$ cat src/hdl/ccp_pkg.sv
// Shared constants and carrier types for the port control register bank
package ccp_pkg;

   // Register offsets
   localparam logic [7:0] CCP_ADR_TOGGLE = 8'h04;
   localparam logic [7:0] CCP_ADR_ATTACH = 8'h05;
   localparam logic [7:0] CCP_ADR_MANUAL = 8'h09;
   localparam logic [7:0] CCP_ADR_SRST   = 8'h0A;
   localparam logic [7:0] CCP_ADR_GATE_A = 8'h0E;
   localparam logic [7:0] CCP_ADR_GATE_B = 8'h0F;

   // Values after reset
   localparam logic [7:0] CCP_RST_TOGGLE = 8'h4B;
   localparam logic [7:0] CCP_RST_ATTACH = 8'hB3;
   localparam logic [7:0] CCP_RST_MANUAL = 8'h00;
   localparam logic [7:0] CCP_RST_GATE   = 8'h00;

   // Implemented bits of the gate registers; reserved bits read zero
   localparam logic [7:0] CCP_GATE_A_BITS = 8'h7F;
   localparam logic [7:0] CCP_GATE_B_BITS = 8'h6F;

   // Manual command bit positions
   localparam int CCP_MAN_SRC  = 5;
   localparam int CCP_MAN_SNK  = 4;
   localparam int CCP_MAN_USNK = 3;
   localparam int CCP_MAN_USRC = 2;
   localparam int CCP_MAN_DIS  = 1;
   localparam int CCP_MAN_ERR  = 0;
   localparam int CCP_SRST_BIT = 0;

   // Timing: clock rate, toggle cycle and debounce figures in ms
   localparam int unsigned CCP_CLK_HZ     = 25000000;
   localparam int unsigned CCP_MS_CYCLES  = CCP_CLK_HZ / 1000;
   localparam logic [7:0]  CCP_TOG_BASE_MS = 8'h3C;
   localparam logic [7:0]  CCP_DEB_BASE_MS = 8'h78;
   localparam logic [7:0]  CCP_STEP_MS     = 8'h0A;
   localparam logic [7:0]  CCP_SINK_PCT0   = 8'h3C;
   localparam logic [7:0]  CCP_PCT_STEP    = 8'h0A;
   localparam logic [7:0]  CCP_PCT_FULL    = 8'h64;
   localparam logic [2:0]  CCP_DEB_MAX_SEL = 3'h6;

   typedef struct packed {
      logic       valid;
      logic       write;
      logic [7:0] addr;
      logic [7:0] wdata;
   } ccp_req_t;

   typedef struct packed {
      logic [1:0] toggle_cycle_length;
      logic [1:0] toggle_duty_split;
      logic       dangling_cable_fix_on;
      logic [1:0] source_pullup_level;
      logic       remedy_on;
      logic [1:0] weak_battery_level;
      logic       weak_battery_role_on;
   } ccp_cfg_t;

   typedef enum logic [6:0] {
      CCP_CMD_NONE = 7'h01,
      CCP_CMD_DIS  = 7'h02,
      CCP_CMD_ERR  = 7'h04,
      CCP_CMD_SRC  = 7'h08,
      CCP_CMD_SNK  = 7'h10,
      CCP_CMD_USRC = 7'h20,
      CCP_CMD_USNK = 7'h40
   } ccp_cmd_t;

endpackage : ccp_pkg

$ cat src/hdl/ccp_port_ctrl.sv
// Control register bank of the autonomous connector port controller
//
// Contract
// - Toggle cycle length code selects 60, 70, 80 or 90 ms total.
// - Duty code splits cycle sink/source as 60/40, 50/50, 40/60, 30/70.
// - Dangling cable enable turns on the stabilisation methods.
// - Pull-up code selects 80, 180 or 330 uA; code 00 never written.
// - Global mask set keeps the interrupt pin released for all sources.
// - Remedy enable turns on remedy detection.
// - Weak battery threshold code selects 3.0 to 3.3 V.
// - Auto sink enable switches to sink when supply below threshold.
// - Register mode runs only with enable bit set and enable pin low.
// - Attach debounce is 120 ms plus 10 ms per step; 111 unused.
// - Role command bits are write-one and clear themselves after acting.
// - Force commands make the port behave as source or sink.
// - Idle commands move the port into idle sink or source state.
// - Fault restart command moves the port into error recovery.
// - Disable bit is plain read/write and holds the port disabled.
// - Several commands at once: only the highest priority one acts.
// - All lower priority commands written with it are cleared.
// - Disable blocks role settings; role settings beat other commands.
// - Soft restart resets logic and registers; the bit self-clears.
// - First gate register bits stop matching flags reaching the pin.
// - Second gate register bits stop matching flags reaching the pin.
// - Masked flags still set; pin releases when no unmasked flag pends.
`timescale 1ns/1ps
module ccp_port_ctrl
   import ccp_pkg::*;
#(
   parameter int unsigned MS_CYCLES = CCP_MS_CYCLES
) (
   input  wire logic       clk,
   input  wire logic       rstn,
   input  wire ccp_req_t   reg_req,
   input  wire logic       en_n,
   input  wire logic       pin_mode,
   input  wire logic       supply_below,
   input  wire logic       attach_raw,
   input  wire logic       portrole_change,
   input  wire logic [7:0] flags_a,
   input  wire logic [7:0] flags_b,
   output logic [7:0]      rd_data_r,
   output logic            rd_valid_r,
   output ccp_cfg_t        cfg_r,
   output logic            operational_r,
   output logic            auto_sink_r,
   output logic            drp_sink_phase_r,
   output logic            attach_stable_r,
   output ccp_cmd_t        role_cmd_r,
   output logic            role_disabled_r,
   output logic            portrole_apply_r,
   output logic            soft_restart_r,
   output logic            int_n_r
);

   logic       gmask_r;
   logic       sw_enable_r;
   logic [2:0] attach_debounce_sel_r;
   logic [7:0] gate_a_r;
   logic [7:0] gate_b_r;
   logic [7:0] wc_r;
   logic [31:0] pre_r;
   logic       ms_tick;
   logic [7:0] phase_ms_r;
   logic [7:0] deb_ms_r;
   logic [7:0] tog_total_ms;
   logic [7:0] sink_ms;
   logic [7:0] deb_len_ms;
   logic [15:0] sink_prod;
   logic       rst_all;
   logic       wr;
   logic [7:0] wsel;
   logic [7:0] rd_nxt;
   ccp_cmd_t   cmd_nxt;

   assign wr      = reg_req.valid && reg_req.write;
   // Soft restart reaches every register except the read path and its own bit one edge after its write
   assign rst_all = !rstn || soft_restart_r;

   // Soft restart bit never reads back as one: its address is not in the read path; it lives one cycle only
   always_ff @(posedge clk) begin
      if (!rstn) begin
         soft_restart_r <= 1'b0;
      end else begin
         soft_restart_r <= wr && reg_req.addr == CCP_ADR_SRST
                           && reg_req.wdata[CCP_SRST_BIT];
      end
   end

   // Toggle and current control register
   always_ff @(posedge clk) begin
      if (rst_all) begin
         cfg_r.toggle_cycle_length   <= CCP_RST_TOGGLE[7:6];
         cfg_r.toggle_duty_split     <= CCP_RST_TOGGLE[5:4];
         cfg_r.dangling_cable_fix_on <= CCP_RST_TOGGLE[3];
         cfg_r.source_pullup_level   <= CCP_RST_TOGGLE[2:1];
         gmask_r                     <= CCP_RST_TOGGLE[0];
      end else if (wr && reg_req.addr == CCP_ADR_TOGGLE) begin
         cfg_r.toggle_cycle_length   <= reg_req.wdata[7:6];
         cfg_r.toggle_duty_split     <= reg_req.wdata[5:4];
         cfg_r.dangling_cable_fix_on <= reg_req.wdata[3];
         // Reserved pull-up code is stored as written; host keeps it out
         cfg_r.source_pullup_level   <= reg_req.wdata[2:1];
         gmask_r                     <= reg_req.wdata[0];
      end
   end

   // Attach behaviour control register
   always_ff @(posedge clk) begin
      if (rst_all) begin
         cfg_r.remedy_on            <= CCP_RST_ATTACH[7];
         cfg_r.weak_battery_level   <= CCP_RST_ATTACH[6:5];
         cfg_r.weak_battery_role_on <= CCP_RST_ATTACH[4];
         sw_enable_r                <= CCP_RST_ATTACH[3];
         attach_debounce_sel_r      <= CCP_RST_ATTACH[2:0];
      end else if (wr && reg_req.addr == CCP_ADR_ATTACH) begin
         cfg_r.remedy_on            <= reg_req.wdata[7];
         cfg_r.weak_battery_level   <= reg_req.wdata[6:5];
         cfg_r.weak_battery_role_on <= reg_req.wdata[4];
         sw_enable_r                <= reg_req.wdata[3];
         attach_debounce_sel_r      <= reg_req.wdata[2:0];
      end
   end

   // Gate registers; only implemented bits are stored
   always_ff @(posedge clk) begin
      if (rst_all) begin
         gate_a_r <= CCP_RST_GATE;
         gate_b_r <= CCP_RST_GATE;
      end else if (wr) begin
         if (reg_req.addr == CCP_ADR_GATE_A) begin
            gate_a_r <= reg_req.wdata & CCP_GATE_A_BITS;
         end
         if (reg_req.addr == CCP_ADR_GATE_B) begin
            gate_b_r <= reg_req.wdata & CCP_GATE_B_BITS;
         end
      end
   end

   // Priority pick of one written command; the rest are dropped at once
   always_comb begin
      wsel = 8'h00;
      if (reg_req.wdata[CCP_MAN_DIS]) begin
         wsel[CCP_MAN_DIS] = 1'b1;
      end else if (reg_req.wdata[CCP_MAN_ERR]) begin
         wsel[CCP_MAN_ERR] = 1'b1;
      end else if (reg_req.wdata[CCP_MAN_SRC]) begin
         wsel[CCP_MAN_SRC] = 1'b1;
      end else if (reg_req.wdata[CCP_MAN_SNK]) begin
         wsel[CCP_MAN_SNK] = 1'b1;
      end else if (reg_req.wdata[CCP_MAN_USRC]) begin
         wsel[CCP_MAN_USRC] = 1'b1;
      end else if (reg_req.wdata[CCP_MAN_USNK]) begin
         wsel[CCP_MAN_USNK] = 1'b1;
      end
   end

   always_comb begin
      cmd_nxt = CCP_CMD_NONE;
      if (wc_r[CCP_MAN_ERR]) begin
         cmd_nxt = CCP_CMD_ERR;
      end else if (wc_r[CCP_MAN_SRC]) begin
         cmd_nxt = CCP_CMD_SRC;
      end else if (wc_r[CCP_MAN_SNK]) begin
         cmd_nxt = CCP_CMD_SNK;
      end else if (wc_r[CCP_MAN_USRC]) begin
         cmd_nxt = CCP_CMD_USRC;
      end else if (wc_r[CCP_MAN_USNK]) begin
         cmd_nxt = CCP_CMD_USNK;
      end
   end

   // Disable bit: plain storage, only the host clears it
   always_ff @(posedge clk) begin
      if (rst_all) begin
         role_disabled_r <= CCP_RST_MANUAL[CCP_MAN_DIS];
      end else if (wr && reg_req.addr == CCP_ADR_MANUAL) begin
         role_disabled_r <= wsel[CCP_MAN_DIS];
      end
   end

   // Self-clearing commands: held one cycle, then issued and cleared.
   // A write landing on the issue cycle becomes the next pending command; the old one still issues.
   always_ff @(posedge clk) begin
      if (rst_all) begin
         wc_r <= CCP_RST_MANUAL;
      end else if (wr && reg_req.addr == CCP_ADR_MANUAL) begin
         wc_r <= {wsel[7:2], 1'b0, wsel[0]};
      end else begin
         wc_r <= 8'h00;
      end
   end

   // A role setting change discards pending commands unless disabled
   always_ff @(posedge clk) begin
      if (rst_all) begin
         role_cmd_r <= CCP_CMD_NONE;
      end else if (portrole_change && !role_disabled_r) begin
         role_cmd_r <= CCP_CMD_NONE;
      end else begin
         role_cmd_r <= cmd_nxt;
      end
   end

   always_ff @(posedge clk) begin
      if (rst_all) begin
         portrole_apply_r <= 1'b0;
      end else begin
         portrole_apply_r <= portrole_change && !role_disabled_r;
      end
   end

   // Enable: pin mode needs only the pin, register mode needs both
   always_ff @(posedge clk) begin
      if (rst_all) begin
         operational_r <= 1'b0;
      end else begin
         operational_r <= !en_n && (pin_mode || sw_enable_r);
      end
   end

   always_ff @(posedge clk) begin
      if (rst_all) begin
         auto_sink_r <= 1'b0;
      end else begin
         auto_sink_r <= operational_r && cfg_r.weak_battery_role_on
                        && supply_below;
      end
   end

   // Millisecond prescaler shared by toggle and debounce timing
   assign ms_tick = pre_r == MS_CYCLES - 1;

   always_ff @(posedge clk) begin
      if (rst_all || ms_tick) begin
         pre_r <= 32'h0000_0000;
      end else begin
         pre_r <= pre_r + 32'h0000_0001;
      end
   end

   // Every split of every length is a whole number of ms
   assign tog_total_ms = CCP_TOG_BASE_MS
                         + CCP_STEP_MS * {6'h00, cfg_r.toggle_cycle_length};
   assign sink_prod    = 16'(tog_total_ms) * 16'(CCP_SINK_PCT0
                         - CCP_PCT_STEP * {6'h00, cfg_r.toggle_duty_split});
   assign sink_ms      = 8'(sink_prod / 16'(CCP_PCT_FULL));

   always_ff @(posedge clk) begin
      if (rst_all || !operational_r) begin
         phase_ms_r <= 8'h00;
      end else if (phase_ms_r >= tog_total_ms) begin
         // Shortened cycle: restart at once rather than overrun
         phase_ms_r <= 8'h00;
      end else if (ms_tick) begin
         if (phase_ms_r >= tog_total_ms - 8'h01) begin
            phase_ms_r <= 8'h00;
         end else begin
            phase_ms_r <= phase_ms_r + 8'h01;
         end
      end
   end

   // Sink share comes first in each cycle, source share follows
   always_ff @(posedge clk) begin
      if (rst_all) begin
         drp_sink_phase_r <= 1'b1;
      end else begin
         drp_sink_phase_r <= phase_ms_r < sink_ms;
      end
   end

   // Reserved debounce code is clamped to the longest legal time
   assign deb_len_ms = CCP_DEB_BASE_MS + CCP_STEP_MS * {5'h00,
      (attach_debounce_sel_r > CCP_DEB_MAX_SEL) ? CCP_DEB_MAX_SEL
                                                : attach_debounce_sel_r};

   always_ff @(posedge clk) begin
      if (rst_all || !attach_raw || !operational_r) begin
         deb_ms_r <= 8'h00;
      end else if (ms_tick && deb_ms_r < deb_len_ms) begin
         deb_ms_r <= deb_ms_r + 8'h01;
      end
   end

   // A drop of the raw attach ends the stable indication immediately
   always_ff @(posedge clk) begin
      if (rst_all) begin
         attach_stable_r <= 1'b0;
      end else begin
         attach_stable_r <= attach_raw && deb_ms_r >= deb_len_ms;
      end
   end

   // Masks gate only the pin; the flag bank keeps its own bits
   always_ff @(posedge clk) begin
      if (rst_all) begin
         int_n_r <= 1'b1;
      end else begin
         int_n_r <= gmask_r
            || !(|(flags_a & ~gate_a_r & CCP_GATE_A_BITS)
                 || |(flags_b & ~gate_b_r & CCP_GATE_B_BITS));
      end
   end

   // Read path; unmapped and reserved locations read zero
   always_comb begin
      case (reg_req.addr)
         CCP_ADR_TOGGLE: rd_nxt = {cfg_r.toggle_cycle_length,
                                   cfg_r.toggle_duty_split,
                                   cfg_r.dangling_cable_fix_on,
                                   cfg_r.source_pullup_level, gmask_r};
         CCP_ADR_ATTACH: rd_nxt = {cfg_r.remedy_on,
                                   cfg_r.weak_battery_level,
                                   cfg_r.weak_battery_role_on,
                                   sw_enable_r, attach_debounce_sel_r};
         CCP_ADR_MANUAL: rd_nxt = wc_r | {6'h00, role_disabled_r, 1'b0};
         CCP_ADR_GATE_A: rd_nxt = gate_a_r;
         CCP_ADR_GATE_B: rd_nxt = gate_b_r;
         default:        rd_nxt = 8'h00;
      endcase
   end

   always_ff @(posedge clk) begin
      if (!rstn) begin
         rd_data_r  <= 8'h00;
         rd_valid_r <= 1'b0;
      end else begin
         rd_data_r  <= (reg_req.valid && !reg_req.write) ? rd_nxt : 8'h00;
         rd_valid_r <= reg_req.valid && !reg_req.write;
      end
   end
endmodule : ccp_port_ctrl

$ cat config.mk
export PLATFORM = sky130hd
export DESIGN_NAME = ccp_port_ctrl
export DESIGN_NICKNAME = d
export VERILOG_FILES = /design/src/hdl/ccp_pkg.sv /design/src/hdl/ccp_port_ctrl.sv
export SDC_FILE = /design/constraint.sdc
export NUM_CORES = 1
export LEC_CHECK = 0
export BUFFER_PORTS_ARGS = -buffer_cell sky130_fd_sc_hd__buf_2
export CAP_MARGIN = 10
export CORE_MARGIN = 2
export CORE_UTILIZATION = 65
export CTS_CLUSTER_DIAMETER = 100
export CTS_CLUSTER_SIZE = 25
export DETAILED_ROUTE_END_ITERATION = 16
export MAX_ROUTING_LAYER = met4
export PLACE_DENSITY = 0.83
export SLEW_MARGIN = 15
export SYNTH_ARGS = -nofsm -noshare
export SYNTH_HDL_FRONTEND = slang
export SYNTH_SLANG_ARGS = --single-unit
$ cat constraint.sdc
create_clock -name clk -period 18.75 [get_ports clk]
set_clock_uncertainty 0.15 [all_clocks]
set_input_delay 3.75 -clock clk [delete_from_list [all_inputs] [get_ports clk]]
set_output_delay 3.75 -clock clk [all_outputs]
set_load 0.01 [all_outputs]
## Yosys cells after proc, flatten, opt, wreduce, memory -nomap -nowiden

Cells that the tools add are included.

| storage, ports and cells | value |
|---|---|
| output and inout port bits | 35 |
| register bits | 109 |
| word-level logic and storage cells | 125 |

| operators by class | value |
|---|---|
| multiplexer cells | 14 |
| reductions and logical operators | 44 |
| divide/modulo/power cells | 1 |
| add/sub/neg operators | 7 |
| bitwise operators | 6 |
| $mul | 4 |
| equal/unequal tests | 7 |
| magnitude comparators | 6 |

Operators by type and width:

| kind | count |
|---|---|
| case mux 8 bit (5 select lines) | 1 |
| adder 32 x 1 -> 32 bit, second input constant | 1 |
| equality test 32 x 15 -> 1 bit, second input constant | 1 |
| equality test 8 x 4 -> 1 bit, second input constant | 4 |
| OR reduction 6 bit | 3 |
| adder 8 x 1 -> 8 bit, second input constant | 2 |
| divider 16 x 7 -> 16 bit, second input constant | 1 |
| equality test 8 x 3 -> 1 bit, second input constant | 2 |
| greater-or-equal comparator 8 bit | 2 |
| less-than comparator 8 bit | 2 |
| multiplier 8 x 7 -> 15 bit | 1 |
| bitwise AND 7 bit | 2 |
| inverter 7 bit | 2 |
| OR reduction 7 bit | 2 |
| logical AND 1 bit | 13 |
| multiplier 3 x 2 -> 5 bit, first input constant | 2 |
| OR reduction 5 bit | 2 |
| adder 7 x 7 -> 8 bit, first input constant | 1 |
| greater-or-equal comparator 8 x 7 -> 1 bit | 1 |
| logical OR 1 bit | 8 |
| 2-to-1 mux 8 bit | 1 |
| bitwise OR 8 x 2 -> 8 bit | 1 |
| OR reduction 4 bit | 2 |
| subtractor 7 x 1 -> 8 bit, second input constant | 1 |
| other kinds (15) | 31 |

## Depth between registers and ports, before layout

| depth | value |
|---|---|
| word-level depth | 6 |
| mapped depth | 40 |
| mapped depth without buffers | 38 |

## Least setup slack after synthesis

No wires, ideal clock.

| path | value |
|---|---|
| kind | flip-flop to flip-flop |
| start point | register cfg_r[9] (netlist bit) |
| end point | register drp_sink_phase_r |
| setup time | 0.079 ns |
| stages on the path, launching flop included | 39 |
| data required time | 18.521 ns |
| period minus slack after synthesis | 9.307 ns |
| setup slack | 9.443 ns |
| arrival | 9.078 ns |
| cell sequence | dfxtp_1 -> inv_1 -> ha_1 -> or2_2 -> fa_1 -> inv_1 -> ha_1 -> inv_1 -> fa_1 -> inv_1 -> ha_1 -> ha_1 -> inv_1 -> fa_1 -> nor2b_1 -> o2111a_1 -> o21a_2 -> nor2_1 -> [... 3 more ...] -> xor2_1 -> nor4_2 -> nor2_4 -> a31oi_1 -> a211oi_2 -> a211o_1 -> a31o_2 -> and3_1 -> mux2i_1 -> a2111o_1 -> nand3_1 -> and2_1 -> ha_1 -> o21a_1 -> o21ai_0 -> nor3_1 -> and4b_1 -> a211oi_2 |

| between the ends | value |
|---|---|
| word-level cells in the longest chain between the ends | 5 |

Ends and longest elaborated chain:

| element | RTL line | text |
|---|---|---|
| start, declared | ccp_port_ctrl.sv:44 | `output ccp_cfg_t cfg_r,` |
| multiplier 3 x 2 -> 5 bit | ccp_port_ctrl.sv:244 | `+ CCP_STEP_MS * {6'h00, cfg_r.toggle_cycle_length};` |
| adder 6 x 6 -> 7 bit | ccp_port_ctrl.sv:244 |  |
| multiplier 8 x 7 -> 15 bit | ccp_port_ctrl.sv:245 | `assign sink_prod = 16'(tog_total_ms) * 16'(CCP_SINK_PCT0` |
| divider 16 x 7 -> 16 bit | ccp_port_ctrl.sv:247 | `assign sink_ms = 8'(sink_prod / 16'(CCP_PCT_FULL));` |
| less-than comparator 8 bit | ccp_port_ctrl.sv:269 | `drp_sink_phase_r <= phase_ms_r < sink_ms;` |
| end signal, assigned | ccp_port_ctrl.sv:269 |  |
| end, declared | ccp_port_ctrl.sv:47 | `output logic drp_sink_phase_r,` |

No other way between the ends.
A chain may end at the register's enable or synchronous reset.

## Worst setup path after layout

Ends and elaborated chain as after synthesis.

==> impl_metrics.json <==
{
  "status": "complete, no violations",
  "ys_warn_count": 0,
  "syn_area_um2": 7660,
  "p_leak_nw": 3.64,
  "rows": 39,
  "ir_worst_vdd_v": 0.0000752,
  "h-tree-depth": 3,
  "io_pins": 76,
  "synth_fp_nets": 1078,
  "area_growth_pct": 9.88,
  "setup_tns_ns": 0,
  "ys.flop_type": "dfxtp_1",
  "grt_max_degree": 33,
  "multi_input_area_um2": 5250,
  "relSlewSlack_pct": 39.2,
  "hold_ws_ns": 0.308,
  "grt_pass1_vias": 6704,
  "worst_slew_pin_slew_ns": 0.904,
  "p_per_area_nw_per_um2": 57.7,
  "wl_per_cell_um": 15.7,
  "cts-buffers-inserted": 9,
  "seq_area_um2": 2100,
  "critPathCaptureType": "flip-flop",
  "cpPeakStageDelay_ns": 0.62,
  "clock_path_buffers": 2,
  "synthArstFlopShare_pct": 0,
  "crit_required_ns": 18.87,
  "period_needed_ns": 10.63,
  "cp_slowest_cell": "dfxtp_1",
  "synth-seq-cells": 105,
  "drc": 0,
  "clockRootBuffer": "clkbuf_16",
  "clk_pin_slew_worst_paths_ns": 0.08,
  "rsz0062_at_grt": "false",
  "post-dp-hpwl_um": 13500,
  "placed_cell_area_um2": 8130,
  "gp_congestion": 0.927,
  "whs_path_depth": 2,
  "hold_path_end": "gate_a_r[5]",
  "port_buffers": 71,
  "synth-edff-count": 0,
  "core_um2": 11500,
  "first_pass_iters": 5,
  "die_w_um": 113,
  "reg2reg_depth": 38,
  "drv_slew": 0,
  "syn_inst": 954,
  "min_from": "gate_a_r[5]",
  "initial_core_util_pct": 66.8,
  "clk_latency_ns": 0.35,
  "fin_area_um2": 8420,
  "drt_iter0_markers": 510,
  "avgSynthCellArea_um2": 8.03,
  "maxCapViolations": 0,
  "layout-drive-gt1-share_pct": 12.0,
  "vias": 7121,
  "ys_seq_area_share_pct": 27.4,
  "grt-ovfl-total": 0,
  "timing.rr.end": "drp_sink_phase_r",
  "synth_cell_types": 84,
  "fin_util_pct": 73.4,
  "min_path_type": "flip-flop to flip-flop",
  "cts_num_sinks": 105,
  "r2r_start": "cfg_r[9]",
  "critPathKind": "flip-flop to flip-flop",
  "finalSetupViolations": 0,
  "final_hold_viol_count": 0,
  "antenna_found_initial": 0,
  "diodes": 0,
  "gr-usage-all-layers_pct": 29.9,
  "fillers": 916,
  "grt_first_pass_wirelength_um": 30700,
  "arrival_ns": 10.75,
  "max_freq_ghz": 0.0940,
  "cts_hold_buf": 0,
  "die_h_um": 113,
  "finalCritPeriodShare_pct": 56.7,
  "r2r_setup_slack_ns": 8.12,
  "cts_resized": 0,
  "die_area_um2": 12700,
  "post_cts_buffers": 0,
  "crit_path_start_kind": "flip-flop",
  "ant_nets": 0,
  "cts_tree": "done",
  "viasPerCell": 6.12,
  "fin_nets": 1140,
  "crit_path_max_fanout": 10,
  "totalWireLength_um": 18200
}
-- registers in the layout (all words and copies together), names as in the netlist --
register,flops
portrole_apply_r,1
deb_ms_r,8
drp_sink_phase_r,1
auto_sink_r,1
role_disabled_r,1
wc_r,5
pre_r,32
soft_restart_r,1
sw_enable_r,1
gate_b_r,6
operational_r,1
cfg_r,11
rd_data_r,8
phase_ms_r,8
rd_valid_r,1
gmask_r,1
attach_stable_r,1
gate_a_r,7
int_n_r,1
attach_debounce_sel_r,3
role_cmd_r,6
-- critical path: cells and delay by family, from the launching register on --
family,cells,cell delay [ns]
xor gates and xnor gates,1,0.53
muxes,1,0.17
adders and majority gates,8,2.96
DFF,1,0.62
and+or+nand+nor,10,1.85
buffers and inverters,5,0.42
AOI/OAI and AO/OA,13,3.83
-- synth_stat cells (all sizes together), types with 8 or more instances --
cell type	number	area [um^2]
nand2	118	445
nor2	114	435
dfxtp	105	2100
ha	70	876
inv	57	214
a21oi	50	250
nand3	44	220
xor2	36	315
o21ai	33	169
nor3	24	120
xnor2	20	201
clkbuf	19	71.3
nand4	16	113
and3	15	93.8
nor2b	15	93.8
a21o	14	105
fa	13	260
o211ai	13	111
and2	12	75.1
mux2i	12	120
nor4	10	68.8
a211oi	9	90.1
a22oi	9	67.6
or3	9	56.3
mux2	8	90.1
o22ai	8	50.1
-- layer usage --
layer  part of all wire [%]  vias to the layer above  track usage, %  routed length (um)
met5                      0                        -               -                   0
met1                     44                     3298            38.1                7990
li1                       -                     3521               -                   -
met3                    5.6                       36            4.64                1030
met2                     48                      266            47.9                8750
met4                    2.5                        0            11.8                 448
-- kinds of logic (layout without fill, tap and decap cells) --
group / count (synthesis) / count (layout) / share of synthesized area [%]
other cells: 2 / 2 / 0.0980
fa+ha+maj: 83 / 83 / 14.8
simple gates: 406 / 406 / 25.4
xor+xnor: 56 / 56 / 6.74
compound gates: 200 / 200 / 18.6
flops: 105 / 105 / 27.4
mux: 20 / 20 / 2.74
buf+inv: 82 / 149 / 4.13
-- per-stage QoR --
| stage | power (mW) | setup slack (ns) | instances |
|---|---|---|---|
| after detailed placement | 0.307 | 8.35 | 1148 |
| final | 0.486 | 8.12 | 1164 |
| after global routing | 0.506 | 7.43 | 1164 |
| after global placement | 0.307 | 8.47 | 1148 |
| after floorplan | 0.288 | 9.44 | 954 |
| after CTS | 0.488 | 8.30 | 1164 |
-- worst max path at each step --
stage | from | endpoint | depth (start not counted)
2_1_floorplan | cfg_r[9] | drp_sink_phase_r | 38
3_3_place_gp | cfg_r[9] | drp_sink_phase_r | 38
3_5_place_dp | cfg_r[9] | drp_sink_phase_r | 38
4_1_cts | cfg_r[9] | drp_sink_phase_r | 38
5_1_grt | cfg_r[9] | drp_sink_phase_r | 38
6_report | cfg_r[9] | drp_sink_phase_r | 38
-- cell usage in the layout (no fill, tap or decap), types with 12 or more instances in the layout --
master / netlist / routed
nor3_1: 24 / 24
and3_1: 15 / 15
dfxtp_1: 105 / 105
o21ai_0: 29 / 29
nand2_1: 117 / 117
xor2_1: 36 / 36
nand4_1: 14 / 14
o211ai_1: 12 / 12
nor2b_1: 15 / 15
nand3_1: 44 / 44
nor2_1: 113 / 113
a21oi_1: 50 / 50
mux2i_1: 12 / 12
inv_1: 57 / 57
ha_1: 70 / 70
and2_1: 12 / 12
xnor2_1: 18 / 18
fa_1: 13 / 13
a21o_1: 14 / 14
buf_2: 4 / 71
-- power by group --
group | leakage, nW | internal [mW] | total [mW] | switching, mW
combinational | 2.66 | 0.0317 | 0.0793 | 0.0476
sequential | 0.847 | 0.224 | 0.225 | 0.000820
clock | 0.138 | 0.0932 | 0.182 | 0.0888
total | 3.64 | 0.349 | 0.486 | 0.137
-- final cells by class --
type	instances	area share (%)
clock buffers	10	2.72
multi-input cells	767	62.3
inverters	57	2.54
well taps	143	2.12
clock inverters	6	0.669
repair buffers	76	4.66
flip-flops and latches	105	25.0
(Power assumes the default switching activity.)
